## src/ptm_defs.vh

```
// Constants of the periodic timer: offsets, fields, reset values.
// Assumes a 32-bit classic Wishbone slave on a 50 MHz clock.
`ifndef PTM_DEFS_VH
`define PTM_DEFS_VH
// Register byte offsets
`define PTM_OFS_CTRL0 8'h00
`define PTM_OFS_CTRL1 8'h04
`define PTM_OFS_CNT_L 8'h08
`define PTM_OFS_CNT_H 8'h0C
`define PTM_OFS_CMPA_L 8'h10
`define PTM_OFS_CMPA_H 8'h14
`define PTM_OFS_PER_L 8'h18
`define PTM_OFS_PER_H 8'h1C
`define PTM_OFS_STATUS 8'h20
`define PTM_OFS_PRESCALE 8'h24
// Control 0 fields
`define PTM_C0_ENABLE 3
`define PTM_C0_EXT_TICK 4
// Control 1 fields
`define PTM_C1_MODE_HI 7
`define PTM_C1_MODE_LO 6
`define PTM_C1_PIN_HI 5
`define PTM_C1_PIN_LO 4
`define PTM_C1_INIT_LVL 3
`define PTM_C1_INVERT 2
`define PTM_C1_CAP_SRC 1
`define PTM_C1_CLR_SEL 0
// Status fields
`define PTM_ST_FLAG_A 0
`define PTM_ST_FLAG_P 1
// Modes
`define PTM_MODE_CMP 2'b00
`define PTM_MODE_CAP 2'b01
`define PTM_MODE_PWM 2'b10
`define PTM_MODE_TMR 2'b11
// Reset values
`define PTM_RST_BYTE 8'h00
`define PTM_RST_CNT 10'h000
`define PTM_RST_PRESCALE 8'h00
`endif

```

## src/ptm_timer.v

```verilog
// 10-bit periodic timer with compare output, capture and PWM.
// Assumes a classic Wishbone master on clk_i; pins are asynchronous.
//
// Added by the designer: the Wishbone register port and the register offsets.
`timescale 1ns/1ns
`include "ptm_defs.vh"
module ptm_timer (
  input wire clk_i,
  input wire rst_i,
  input wire cyc_i,
  input wire stb_i,
  input wire we_i,
  input wire [7:0] adr_i,
  input wire [3:0] sel_i,
  input wire [31:0] dat_i,
  output wire [31:0] dat_o,
  output wire ack_o,
  input wire timer_output_pin_i,
  output wire timer_output_pin_o,
  output wire timer_output_pin_oe_o,
  input wire external_clock_pin_i,
  output wire compare_a_flag_o,
  output wire compare_p_flag_o
);

  // ==========================================================
  // Register decode
  // ==========================================================
  function [3:0] ptm_decode;
    input [7:0] adr;
    begin
      case (adr)
        `PTM_OFS_CTRL0: ptm_decode = 4'h1;
        `PTM_OFS_CTRL1: ptm_decode = 4'h2;
        `PTM_OFS_CNT_L: ptm_decode = 4'h3;
        `PTM_OFS_CNT_H: ptm_decode = 4'h4;
        `PTM_OFS_CMPA_L: ptm_decode = 4'h5;
        `PTM_OFS_CMPA_H: ptm_decode = 4'h6;
        `PTM_OFS_PER_L: ptm_decode = 4'h7;
        `PTM_OFS_PER_H: ptm_decode = 4'h8;
        `PTM_OFS_STATUS: ptm_decode = 4'h9;
        `PTM_OFS_PRESCALE: ptm_decode = 4'hA;
        default: ptm_decode = 4'h0;
      endcase
    end
  endfunction

  reg ack_ff;
  reg [31:0] rdata_ff;
  reg [7:0] ctrl0_ff;
  reg [7:0] ctrl1_ff;
  reg [9:0] cmpa_ff;
  reg [9:0] per_ff;
  reg [9:0] cnt_ff;
  reg [7:0] pre_ff;
  reg [7:0] div_ff;
  reg flag_a_ff;
  reg flag_p_ff;
  reg lvl_ff;
  reg pin_ff;
  reg oe_ff;
  reg en_prev_ff;
  reg [2:0] ext_sync_ff;
  reg [2:0] pin_sync_ff;

  wire [3:0] sel_reg = ptm_decode(adr_i);
  wire bus_req = cyc_i & stb_i;
  // Writes land at the edge where the master sees ack
  wire bus_wr = bus_req & we_i & ack_ff & sel_i[0];

  wire [1:0] mode = {ctrl1_ff[`PTM_C1_MODE_HI], ctrl1_ff[`PTM_C1_MODE_LO]};
  wire [1:0] pin_fn = {ctrl1_ff[`PTM_C1_PIN_HI], ctrl1_ff[`PTM_C1_PIN_LO]};
  wire init_lvl = ctrl1_ff[`PTM_C1_INIT_LVL];
  wire invert = ctrl1_ff[`PTM_C1_INVERT];
  wire clr_sel = ctrl1_ff[`PTM_C1_CLR_SEL];
  wire enable = ctrl0_ff[`PTM_C0_ENABLE];
  wire single_pulse = (mode == `PTM_MODE_PWM) && (pin_fn == 2'b11);

  // ==========================================================
  // Pin synchronisers and edge detect
  // ==========================================================
  // Third stage only keeps the previous value for edge detection
  always @(posedge clk_i) begin
    if (rst_i) begin
      ext_sync_ff <= 3'h0;
      pin_sync_ff <= 3'h0;
    end else begin
      ext_sync_ff <= {ext_sync_ff[1:0], external_clock_pin_i};
      pin_sync_ff <= {pin_sync_ff[1:0], timer_output_pin_i};
    end
  end

  wire ext_rise = ext_sync_ff[1] & ~ext_sync_ff[2];
  // Capture trigger from clock pin or output pin
  wire cap_now = ctrl1_ff[`PTM_C1_CAP_SRC] ? ext_sync_ff[1] : pin_sync_ff[1];
  wire cap_old = ctrl1_ff[`PTM_C1_CAP_SRC] ? ext_sync_ff[2] : pin_sync_ff[2];
  wire cap_rise = cap_now & ~cap_old;
  wire cap_fall = ~cap_now & cap_old;
  reg cap_hit;
  always @* begin
    case (pin_fn)
      2'b00: cap_hit = cap_rise;
      2'b01: cap_hit = cap_fall;
      2'b10: cap_hit = cap_rise | cap_fall;
      default: cap_hit = 1'b0;
    endcase
  end

  // ==========================================================
  // Timer tick
  // ==========================================================
  // Prescaler stands in for the internal clock choices
  wire div_done = (div_ff == pre_ff);
  wire tick = ctrl0_ff[`PTM_C0_EXT_TICK] ? ext_rise : div_done;

  always @(posedge clk_i) begin
    if (rst_i) begin
      div_ff <= 8'h00;
    end else if (div_done || !enable) begin
      div_ff <= 8'h00;
    end else begin
      div_ff <= div_ff + 8'h01;
    end
  end

  // ==========================================================
  // Comparators
  // ==========================================================
  wire [9:0] cnt_inc = cnt_ff + 10'h001;
  wire at_top = (cnt_ff == 10'h3FF);
  wire match_a = tick && enable && (cnt_inc == cmpa_ff);
  // Zero period means the full 1024-count range
  wire match_p = tick && enable && ((per_ff == 10'h000) ? at_top : (cnt_inc == per_ff));
  wire cmp_like = (mode == `PTM_MODE_CMP) || (mode == `PTM_MODE_TMR);
  wire clr_by_a = cmp_like && clr_sel;
  wire set_fa = cmp_like ? match_a
              : (mode == `PTM_MODE_CAP) ? (enable & cap_hit) : match_a;
  wire set_fp = cmp_like ? (match_p & ~clr_sel) : (mode != `PTM_MODE_PWM || !single_pulse) && match_p;

  // Enable rising edge, software or pin-triggered pulse
  wire sp_trig = single_pulse && ext_rise && !enable;
  wire en_rise = enable && !en_prev_ff;

  // ==========================================================
  // Control registers and flags
  // ==========================================================
  reg [7:0] nxt_ctrl0;
  always @* begin
    nxt_ctrl0 = ctrl0_ff;
    if (bus_wr && sel_reg == 4'h1) begin
      nxt_ctrl0 = {3'b000, dat_i[`PTM_C0_EXT_TICK], dat_i[`PTM_C0_ENABLE], 3'b000};
    end
    if (single_pulse && match_a) begin
      nxt_ctrl0[`PTM_C0_ENABLE] = 1'b0;
    end
    if (sp_trig) begin
      nxt_ctrl0[`PTM_C0_ENABLE] = 1'b1;
    end
  end

  always @(posedge clk_i) begin
    if (rst_i) begin
      ctrl0_ff <= `PTM_RST_BYTE;
      ctrl1_ff <= `PTM_RST_BYTE;
      pre_ff <= `PTM_RST_PRESCALE;
      per_ff <= `PTM_RST_CNT;
      en_prev_ff <= 1'b0;
      flag_a_ff <= 1'b0;
      flag_p_ff <= 1'b0;
    end else begin
      ctrl0_ff <= nxt_ctrl0;
      en_prev_ff <= enable;
      if (bus_wr && sel_reg == 4'h2) begin
        ctrl1_ff <= dat_i[7:0];
      end
      if (bus_wr && sel_reg == 4'hA) begin
        pre_ff <= dat_i[7:0];
      end
      if (bus_wr && sel_reg == 4'h7) begin
        per_ff[7:0] <= dat_i[7:0];
      end
      if (bus_wr && sel_reg == 4'h8) begin
        per_ff[9:8] <= dat_i[1:0];
      end
      // Set wins over a write-one clear in the same cycle
      flag_a_ff <= set_fa | (flag_a_ff & ~(bus_wr && sel_reg == 4'h9 && dat_i[`PTM_ST_FLAG_A]));
      flag_p_ff <= set_fp | (flag_p_ff & ~(bus_wr && sel_reg == 4'h9 && dat_i[`PTM_ST_FLAG_P]));
    end
  end

  // ==========================================================
  // Compare A register, also the capture latch
  // ==========================================================
  always @(posedge clk_i) begin
    if (rst_i) begin
      cmpa_ff <= `PTM_RST_CNT;
    end else if (mode == `PTM_MODE_CAP && enable && cap_hit) begin
      cmpa_ff <= cnt_ff;
    end else if (bus_wr && sel_reg == 4'h5) begin
      cmpa_ff[7:0] <= dat_i[7:0];
    end else if (bus_wr && sel_reg == 4'h6) begin
      cmpa_ff[9:8] <= dat_i[1:0];
    end
  end

  // ==========================================================
  // Counter
  // ==========================================================
  reg [9:0] nxt_cnt;
  always @* begin
    nxt_cnt = cnt_ff;
    if (en_rise) begin
      nxt_cnt = `PTM_RST_CNT;
    end else if (tick && enable) begin
      if (clr_by_a) begin
        nxt_cnt = match_a ? `PTM_RST_CNT : cnt_inc;
      end else if (single_pulse) begin
        nxt_cnt = cnt_inc;
      end else begin
        nxt_cnt = match_p ? `PTM_RST_CNT : cnt_inc;
      end
    end
  end

  always @(posedge clk_i) begin
    if (rst_i) begin
      cnt_ff <= `PTM_RST_CNT;
    end else begin
      cnt_ff <= nxt_cnt;
    end
  end

  // ==========================================================
  // Output pin
  // ==========================================================
  // Compare-mode level: A matches move it; enable rise loads init_lvl
  reg nxt_lvl;
  always @* begin
    nxt_lvl = lvl_ff;
    if (en_rise) begin
      nxt_lvl = init_lvl;
    end else if (match_a && mode == `PTM_MODE_CMP) begin
      case (pin_fn)
        2'b01: nxt_lvl = 1'b0;
        2'b10: nxt_lvl = 1'b1;
        2'b11: nxt_lvl = ~lvl_ff;
        default: nxt_lvl = lvl_ff;
      endcase
    end
  end

  // PWM is active while the count is below the duty value
  wire pwm_act = enable && (cnt_ff < cmpa_ff);
  reg base;
  reg nxt_oe;
  always @* begin
    base = 1'b0;
    nxt_oe = 1'b1;
    case (mode)
      `PTM_MODE_CMP: base = lvl_ff;
      `PTM_MODE_PWM: begin
        case (pin_fn)
          2'b00: base = ~init_lvl;
          2'b01: base = init_lvl;
          2'b10: base = pwm_act ? init_lvl : ~init_lvl;
          default: base = enable ? init_lvl : ~init_lvl;
        endcase
      end
      default: nxt_oe = 1'b0;
    endcase
  end

  always @(posedge clk_i) begin
    if (rst_i) begin
      lvl_ff <= 1'b0;
      pin_ff <= 1'b0;
      oe_ff <= 1'b0;
    end else begin
      lvl_ff <= nxt_lvl;
      pin_ff <= nxt_oe & (base ^ invert);
      oe_ff <= nxt_oe;
    end
  end

  // ==========================================================
  // Wishbone read and ack
  // ==========================================================
  reg [7:0] nxt_rd;
  always @* begin
    case (sel_reg)
      4'h1: nxt_rd = ctrl0_ff;
      4'h2: nxt_rd = ctrl1_ff;
      4'h3: nxt_rd = cnt_ff[7:0];
      4'h4: nxt_rd = {6'h00, cnt_ff[9:8]};
      4'h5: nxt_rd = cmpa_ff[7:0];
      4'h6: nxt_rd = {6'h00, cmpa_ff[9:8]};
      4'h7: nxt_rd = per_ff[7:0];
      4'h8: nxt_rd = {6'h00, per_ff[9:8]};
      4'h9: nxt_rd = {6'h00, flag_p_ff, flag_a_ff};
      4'hA: nxt_rd = pre_ff;
      default: nxt_rd = 8'h00;
    endcase
  end

  always @(posedge clk_i) begin
    if (rst_i) begin
      ack_ff <= 1'b0;
      rdata_ff <= 32'h00000000;
    end else begin
      ack_ff <= bus_req & ~ack_ff;
      rdata_ff <= {24'h000000, nxt_rd};
    end
  end

  assign ack_o = ack_ff;
  assign dat_o = rdata_ff;
  assign timer_output_pin_o = pin_ff;
  assign timer_output_pin_oe_o = oe_ff;
  assign compare_a_flag_o = flag_a_ff;
  assign compare_p_flag_o = flag_p_ff;

endmodule

```

## config.mk

```make
export PLATFORM = sky130hd
export DESIGN_NAME = ptm_timer
export DESIGN_NICKNAME = d
export VERILOG_FILES = /design/src/ptm_timer.v
export VERILOG_INCLUDE_DIRS = /design/src
export SDC_FILE = /design/constraint.sdc
export NUM_CORES = 1
export LEC_CHECK = 0
export BUFFER_PORTS_ARGS = -buffer_cell sky130_fd_sc_hd__buf_2
export CAP_MARGIN = 20
export CORE_MARGIN = 8
export CORE_UTILIZATION = 40
export DETAILED_ROUTE_END_ITERATION = 16
export SYNTH_ARGS = -nofsm -noshare
export SYNTH_HDL_FRONTEND = slang
export SYNTH_SLANG_ARGS = --single-unit
```

## constraint.sdc

```tcl
create_clock -name clk_i -period 3 [get_ports clk_i]
set_input_delay 0.75 -clock clk_i [delete_from_list [all_inputs] [get_ports clk_i]]
set_output_delay 0.75 -clock clk_i [all_outputs]
set_load 0.05 [all_outputs]
```

After elaboration in Yosys (flattened, before gate mapping)

Index checks and enable logic that the tools add are counted.

Memories kept: 0
Latch bits: 0
Memory bits (read-only): 0
Bits in writable memories: 0
Register bits after elaboration: 101
Word-level logic and storage cells: 154
Output and inout port bits: 37
Input bits: 51

$lt $le $gt $ge: 1
Shifts and indexed selects: 0
Divide/modulo/power cells: 0
Multipliers: 0
Reduce and logical (&&, ||, !) cells: 44
Mux-type cells: 29
Bitwise logic cells: 26
$add $sub $neg: 2
Equality and inequality tests: 31

Operators with widths:

| operator                                                               | number |
|---|---|
| 8-bit one-hot mux with 10 select lines                                 | 1 |
| 10-bit 2-to-1 mux                                                      | 5 |
| 4-bit one-hot mux with 10 select lines                                 | 1 |
| 8-bit by 5-bit equality test with 1-bit output (second input constant) | 4 |
| 1-bit logical AND                                                      | 24 |
| 10-bit equality test                                                   | 2 |
| 4-bit by 3-bit equality test with 1-bit output (second input constant) | 4 |
| 8-bit by 4-bit equality test with 1-bit output (second input constant) | 2 |
| 8-bit by 6-bit equality test with 1-bit output (second input constant) | 2 |
| 1-bit 2-to-1 mux                                                       | 14 |
| 1-bit AND                                                              | 13 |
| 4-bit equality test (second input constant)                            | 3 |
| 10-bit by 1-bit adder with 10-bit output (second input constant)       | 1 |
| 10-bit equality test (second input constant)                           | 1 |
| 10-bit zero test                                                       | 1 |
| 10-bit < comparator                                                    | 1 |
| 1-bit inverter                                                         | 9 |
| 1-bit one-hot mux with 3 select lines                                  | 3 |
| 8-bit by 1-bit adder with 8-bit output (second input constant)         | 1 |
| 2-bit equality test (second input constant)                            | 4 |
| 4-bit by 2-bit equality test with 1-bit output (second input constant) | 2 |
| 8-bit by 3-bit equality test with 1-bit output (second input constant) | 1 |
| 8-bit equality test                                                    | 1 |
| 8-bit zero test                                                        | 1 |
| other kinds (17)                                                       | 32 |

Longest topological paths before layout

Depth after elaboration: 9
Depth in mapped cells: 11
Mapped depth without buffers: 10

Least setup slack after synthesis

Ideal clock, no wire load.

Path kind: register -> register
Start: register cnt_ff[1]
End: register cnt_ff[8]
Cell stages (with the launch flop): 11
Setup time: 0.129 ns
Setup slack: 0.304 ns
Period minus slack after synthesis: 2.696 ns
Buffers on the path: 1
Required time: 2.871 ns
Arrival time: 2.566 ns
Path through: dfxtp_1 > ha_1 > clkbuf_1 > nand3_1 > or2_2 > a221o_1 > a2111oi_0 > a31o_2 > a31oi_2 > a21oi_1 > mux2i_1

Cells in the longest elaborated chain, start to end: 7
Elaborated cells on any way between the ends: 11
Classes of those cells: 1 x add/sub; 3 x eq/ne; 5 x mux; 2 x reduce/logical

RTL lines:

| item                                     | RTL line        | RTL |
|---|---|---|
| start: declaration                       | ptm_timer.v:54  | `reg [9:0] cnt_ff;` |
| start signal: assignment                 | ptm_timer.v:227 | `` cnt_ff <= `PTM_RST_CNT; `` |
| start signal: assignment                 | ptm_timer.v:229 | `cnt_ff <= nxt_cnt;` |
| 10-bit by 1-bit adder with 10-bit output | ptm_timer.v:129 | `wire [9:0] cnt_inc = cnt_ff + 10'h001;` |
| 10-bit equality test                     | ptm_timer.v:133 | `wire match_p = tick && enable && ((per_ff == 10'h000) ? at_top : (cnt_inc == per_ff));` |
| 1-bit 2-to-1 mux                         | ptm_timer.v:133 |  |
| 1-bit logical AND                        | ptm_timer.v:133 |  |
| 10-bit 2-to-1 mux                        | ptm_timer.v:220 | `` nxt_cnt = match_p ? `PTM_RST_CNT : cnt_inc; `` |
| 10-bit 2-to-1 mux                        | ptm_timer.v:217 | `end else if (single_pulse) begin` |
| 10-bit 2-to-1 mux *                      | ptm_timer.v:215 | `if (clr_by_a) begin` |

Mark *: on every way between the ends. The rest lies on a longest branch, timed or not.
A chain may end at the register's enable or synchronous reset.

Worst setup path in the final report

Start: register cnt_ff[0]
End: register cnt_ff[8]

The elaborated chain is that of the path after synthesis.

==> impl_summary.md <==
Route
Summing over every cut layer, the via total after detailed routing is 4579. The remaining antenna violation count is 0. The iteration-0 DRC count of the detailed router is 428. After detailed routing, the average wire length per cell comes to 17.9 microns.

Wires add up to 14500 microns. After detailed routing, the number of remaining DRC violations is 0. The post-detailed-route via-to-cell ratio is 5.67. The length of the first detailed-routing pass in iterations is 5.

Global routing
The via count of the first global-routing pass is 4426. The maximum number of pins on one net before global-route repair is 31. The initial antenna violation count came to 0. The global-route usage over all layers is 0.184.

For this run the aggregate overflow at the end of global routing stands at 0. The first-pass GRT wire length is 23300 microns.

Floorplan
The vertical die dimension is 126 microns. The number of cell rows is 40. The floorplan step set the die width to 126 microns.

The initial core utilization is 0.405. The floorplan step defined a die boundary enclosing 15800 sq um. In this run the count of I/O pins placed on the die edge is 88. After floorplanning, the core was sized to cover 11900 sq um.

Clock network
The CTS tree is built. Buffers added to address setup during post-CTS repair amount to 0. The sink count of the clock tree is 77. For the worst-skew pair, the clock arrives at the later sink with an insertion delay of 330 ps. The number of buffers added by the clock tree synthesis step is 9. The count of hold-fix buffers inserted at cts is 0. The clock tree synthesis step divided the H-tree into 3 levels.

The clock-pin slew reported for the worst setup and hold paths after clock tree synthesis is 60 ps. The tree is rooted in a clkbuf_16. The clock passes through at most 2 buffers.

Synth
The number of synthesized flops with an enable pin is 0. The share of flip-flops with an asynchronous set or reset after synthesis is 0. Summing every instance area after synthesis gives 4800 sq um.

The compound-gate portion of the synthesized area came to 0.189. Of the total synthesized cell area, the portion taken by full adders, half adders and majority gates is 0.0547. The average footprint of a synthesized cell is 7.94 sq um.

The multiplexer fraction of the synthesized cell area is 0.0339. The most used flip-flop cell after synthesis is dfxtp_1. The xor and xnor fraction of the mapped netlist area is 0.0625. The distinct cell type count after synthesis is 66. The simple-gate share of the synthesized area is 0.255. The combinational family with the most area after synthesis is simple AND/OR/NAND/NOR gates. The share of the Yosys chip area taken by registers is 0.321. For this run, the number of Yosys warnings is 0. The synthesized flop and latch total is 77. The synthesized netlist cell count is 605.

Power
The peak supply drop is 0.307 mV. Of the total power, the clock network draws 0.491. The share of total power dissipated in combinational logic is 0.064.

The portion of total power attributed to sequential cells is 0.445. The switching part of the total is 0.252. For this design the static power due to leakage is 0.00217 uW.

The switching power is 581 uW. The internal portion of the total power is 1730 uW. The ratio of total power to cell area is 417 nW/um^2.

Critical path
The nature of the critical path endpoint is a flop. The critical path arrival is 2990 ps. The signal on the critical path passes through ha_2 > xor2_1 > a311oi_1 > nand4b_1 > or4b_4 > o41ai_4 > a31oi_2 > a21oi_1 > mux2i_1. The maximum fanout along the worst path is 6. The origin of the worst setup path is cnt_ff[0].

The beginning of the worst register-to-register path is cnt_ff[0]. The cell family contributing the most delay on the critical path is compound AO/OA/AOI/OAI gates. The setup path with the least slack is of type flop to flop. The delay of the slowest critical-path stage is 600 ps. On the critical path, the stage with the largest delay is an instance of or4b_4.

Counting both buffers and inverters, the worst setup path holds a total of 0. Data on the critical path is required at its endpoint by 3220 ps. The worst setup path is launched from a flop.

Layout
Leaving out fill and tap cells, the most frequent cells in the layout are dfxtp_1 (77), nand2_1 (73), a21oi_1 (64), nand3_1 (51), nor2_1 (42). The number of non-filler instances in the completed layout is 808. The repair_antennas step left the layout with diodes totalling 0.

The final net count is 729. The end-of-flow core utilization is 0.467. Of the cells placed in the final design, the portion with a size suffix greater than 1 is 0.156. The synthesis-to-layout area growth is 15.4%. The library cell used most frequently in the layout, excluding fill and tap cells, is dfxtp_1.

STA
Setup repair after global routing left no endpoint under its margin. Setup violations remaining at the end of the flow were counted as 0. The maximum clock skew at final layout is 4.05 ps. The count of endpoints failing hold in the final timing report is 0.

The final max-slew violation count is 0. The transition time at the pin with the least slew margin is 744 ps. Headroom to the max-slew limit came out at 0.502. For this run, the top clock speed supported by timing is 361 MHz. Dividing the final minimum period by the clock period gives 0.922. The minimum clock period is 2770 ps.

In the final timing run, aggregate negative setup slack is 0 ps.

Place
The instance count after placement with tap cells included is 793. The routability congestion estimate is 0.886. The placed wire-length estimate after detailed placement is 11200 microns. The number of buffer cells added on primary ports is 36.

Hold path
The path class of the tightest hold or removal check is flop to flop. The launch point of the worst hold path is ext_sync_ff[0].

Outcome
The flow ran to the end, and the final reports show no timing, DRC or antenna violations.

Flow run
Max-cap violations in this run came to 0.
==> repair_timing <==
item,4_1_cts,5_1_grt
hold endpoints to repair,0,0
endpoints found under the setup margin,0,7
gates resized for setup,0,1
==> registers in the layout, indices dropped and copies added, names as in the netlist, 2 cells and up <==
| signal | cells |
|---|---|
| cnt_ff | 10 |
| ext_sync_ff | 3 |
| dat_o | 8 |
| per_ff | 10 |
| ctrl0_ff | 2 |
| ctrl1_ff | 8 |
| div_ff | 8 |
| pre_ff | 8 |
| cmpa_ff | 10 |
| pin_sync_ff | 3 |
==> path summary, 6_finish.rpt <==
path	slack (ps)	depth (start not counted)	to
min reg2reg	450	1	ext_sync_ff[1]
min	450	1	ext_sync_ff[1]
max reg2reg	230	9	cnt_ff[8]
max	230	9	cnt_ff[8]
==> worst register-to-register path, cell delays in order, from the launching register on <==
cell and delay, ps:
dfxtp_1 360, ha_2 290, xor2_1 140, a311oi_1 260
nand4b_1 190, or4b_4 600, o41ai_4 340, a31oi_2 170
a21oi_1 210, mux2i_1 80
==> logic make-up after synthesis <==
logic type      Yosys count
fa+ha+maj                21
buf+inv                  80
simple gates            242
flops                    77
other cells               1
mux                      16
compound gates          137
xor+xnor                 31
==> final cells by class <==
cell class,count,area [sq um]
Fill cell,1200,6320
Clock inverter,5,67.6
Tap cell,147,184
Multi-Input combinational cell,471,2950
Sequential cell,77,1540
Inverter,27,101
Timing Repair Buffer,71,455
Clock buffer,10,239
==> layer usage <==
| layer | up-vias | GRT usage | wire [microns] |
|---|---|---|---|
| met5 | - | 0 | 0 |
| met4 | 0 | 0.0766 | 334 |
| met3 | 25 | 0.0378 | 1040 |
| met2 | 191 | 0.292 | 6770 |
| met1 | 2152 | 0.237 | 6330 |
| li1 | 2211 | - | - |
==> Yosys cell counts, types with 3 or more instances <==
library cell / instances / area share
nor2_1: 43 / 0.034
buf_4: 24 / 0.037
ha_1: 21 / 0.055
o211ai_1: 3 / 0.0047
and2_1: 4 / 0.0052
dfxtp_1: 77 / 0.32
a22oi_1: 15 / 0.023
nand2b_1: 5 / 0.0065
nand4_1: 8 / 0.010
nor3_1: 10 / 0.010
and4_1: 3 / 0.0055
xor2_1: 17 / 0.031
and3_1: 6 / 0.0078
nand4b_1: 3 / 0.0055
nor2b_1: 13 / 0.017
a21o_1: 4 / 0.0063
a222oi_1: 5 / 0.010
inv_1: 27 / 0.021
nand2_1: 73 / 0.057
o21ai_1: 4 / 0.0042
a31oi_1: 10 / 0.013
nand3_1: 51 / 0.053
xnor2_1: 12 / 0.022
o21ai_0: 8 / 0.0083
buf_2: 7 / 0.0073
nor4_1: 7 / 0.0091
a21oi_1: 64 / 0.067
mux2i_1: 14 / 0.029
nor3b_1: 3 / 0.0047
clkbuf_1: 20 / 0.016
==> power groups by stage <==
| stage | clock (uW) | sequential, uW | combinational, uW |
|---|---|---|---|
| after floorplan | 0 | 1060 | 127 |
| after global placement | 0 | 1050 | 144 |
| after detailed placement | 0 | 1050 | 145 |
| after CTS | 1160 | 1030 | 145 |
| after global routing | 1200 | 1030 | 157 |
| final | 1130 | 1030 | 148 |
==> through the flow <==
| stage | total power (uW) | hold slack (ps) | cell area (sq um) | setup slack, ps |
|---|---|---|---|---|
| after global placement | 1200 | 425 | 5230 | 97.4 |
| after global routing | 2390 | 474 | 5540 | 47.1 |
| after detailed placement | 1200 | 437 | 5230 | 112 |
| final | 2310 | 446 | 5540 | 233 |
| after CTS | 2330 | 455 | 5540 | 74.8 |
| after floorplan | 1180 | 414 | 4890 | 304 |
No activity file was read; power rests on OpenSTA's default activity.
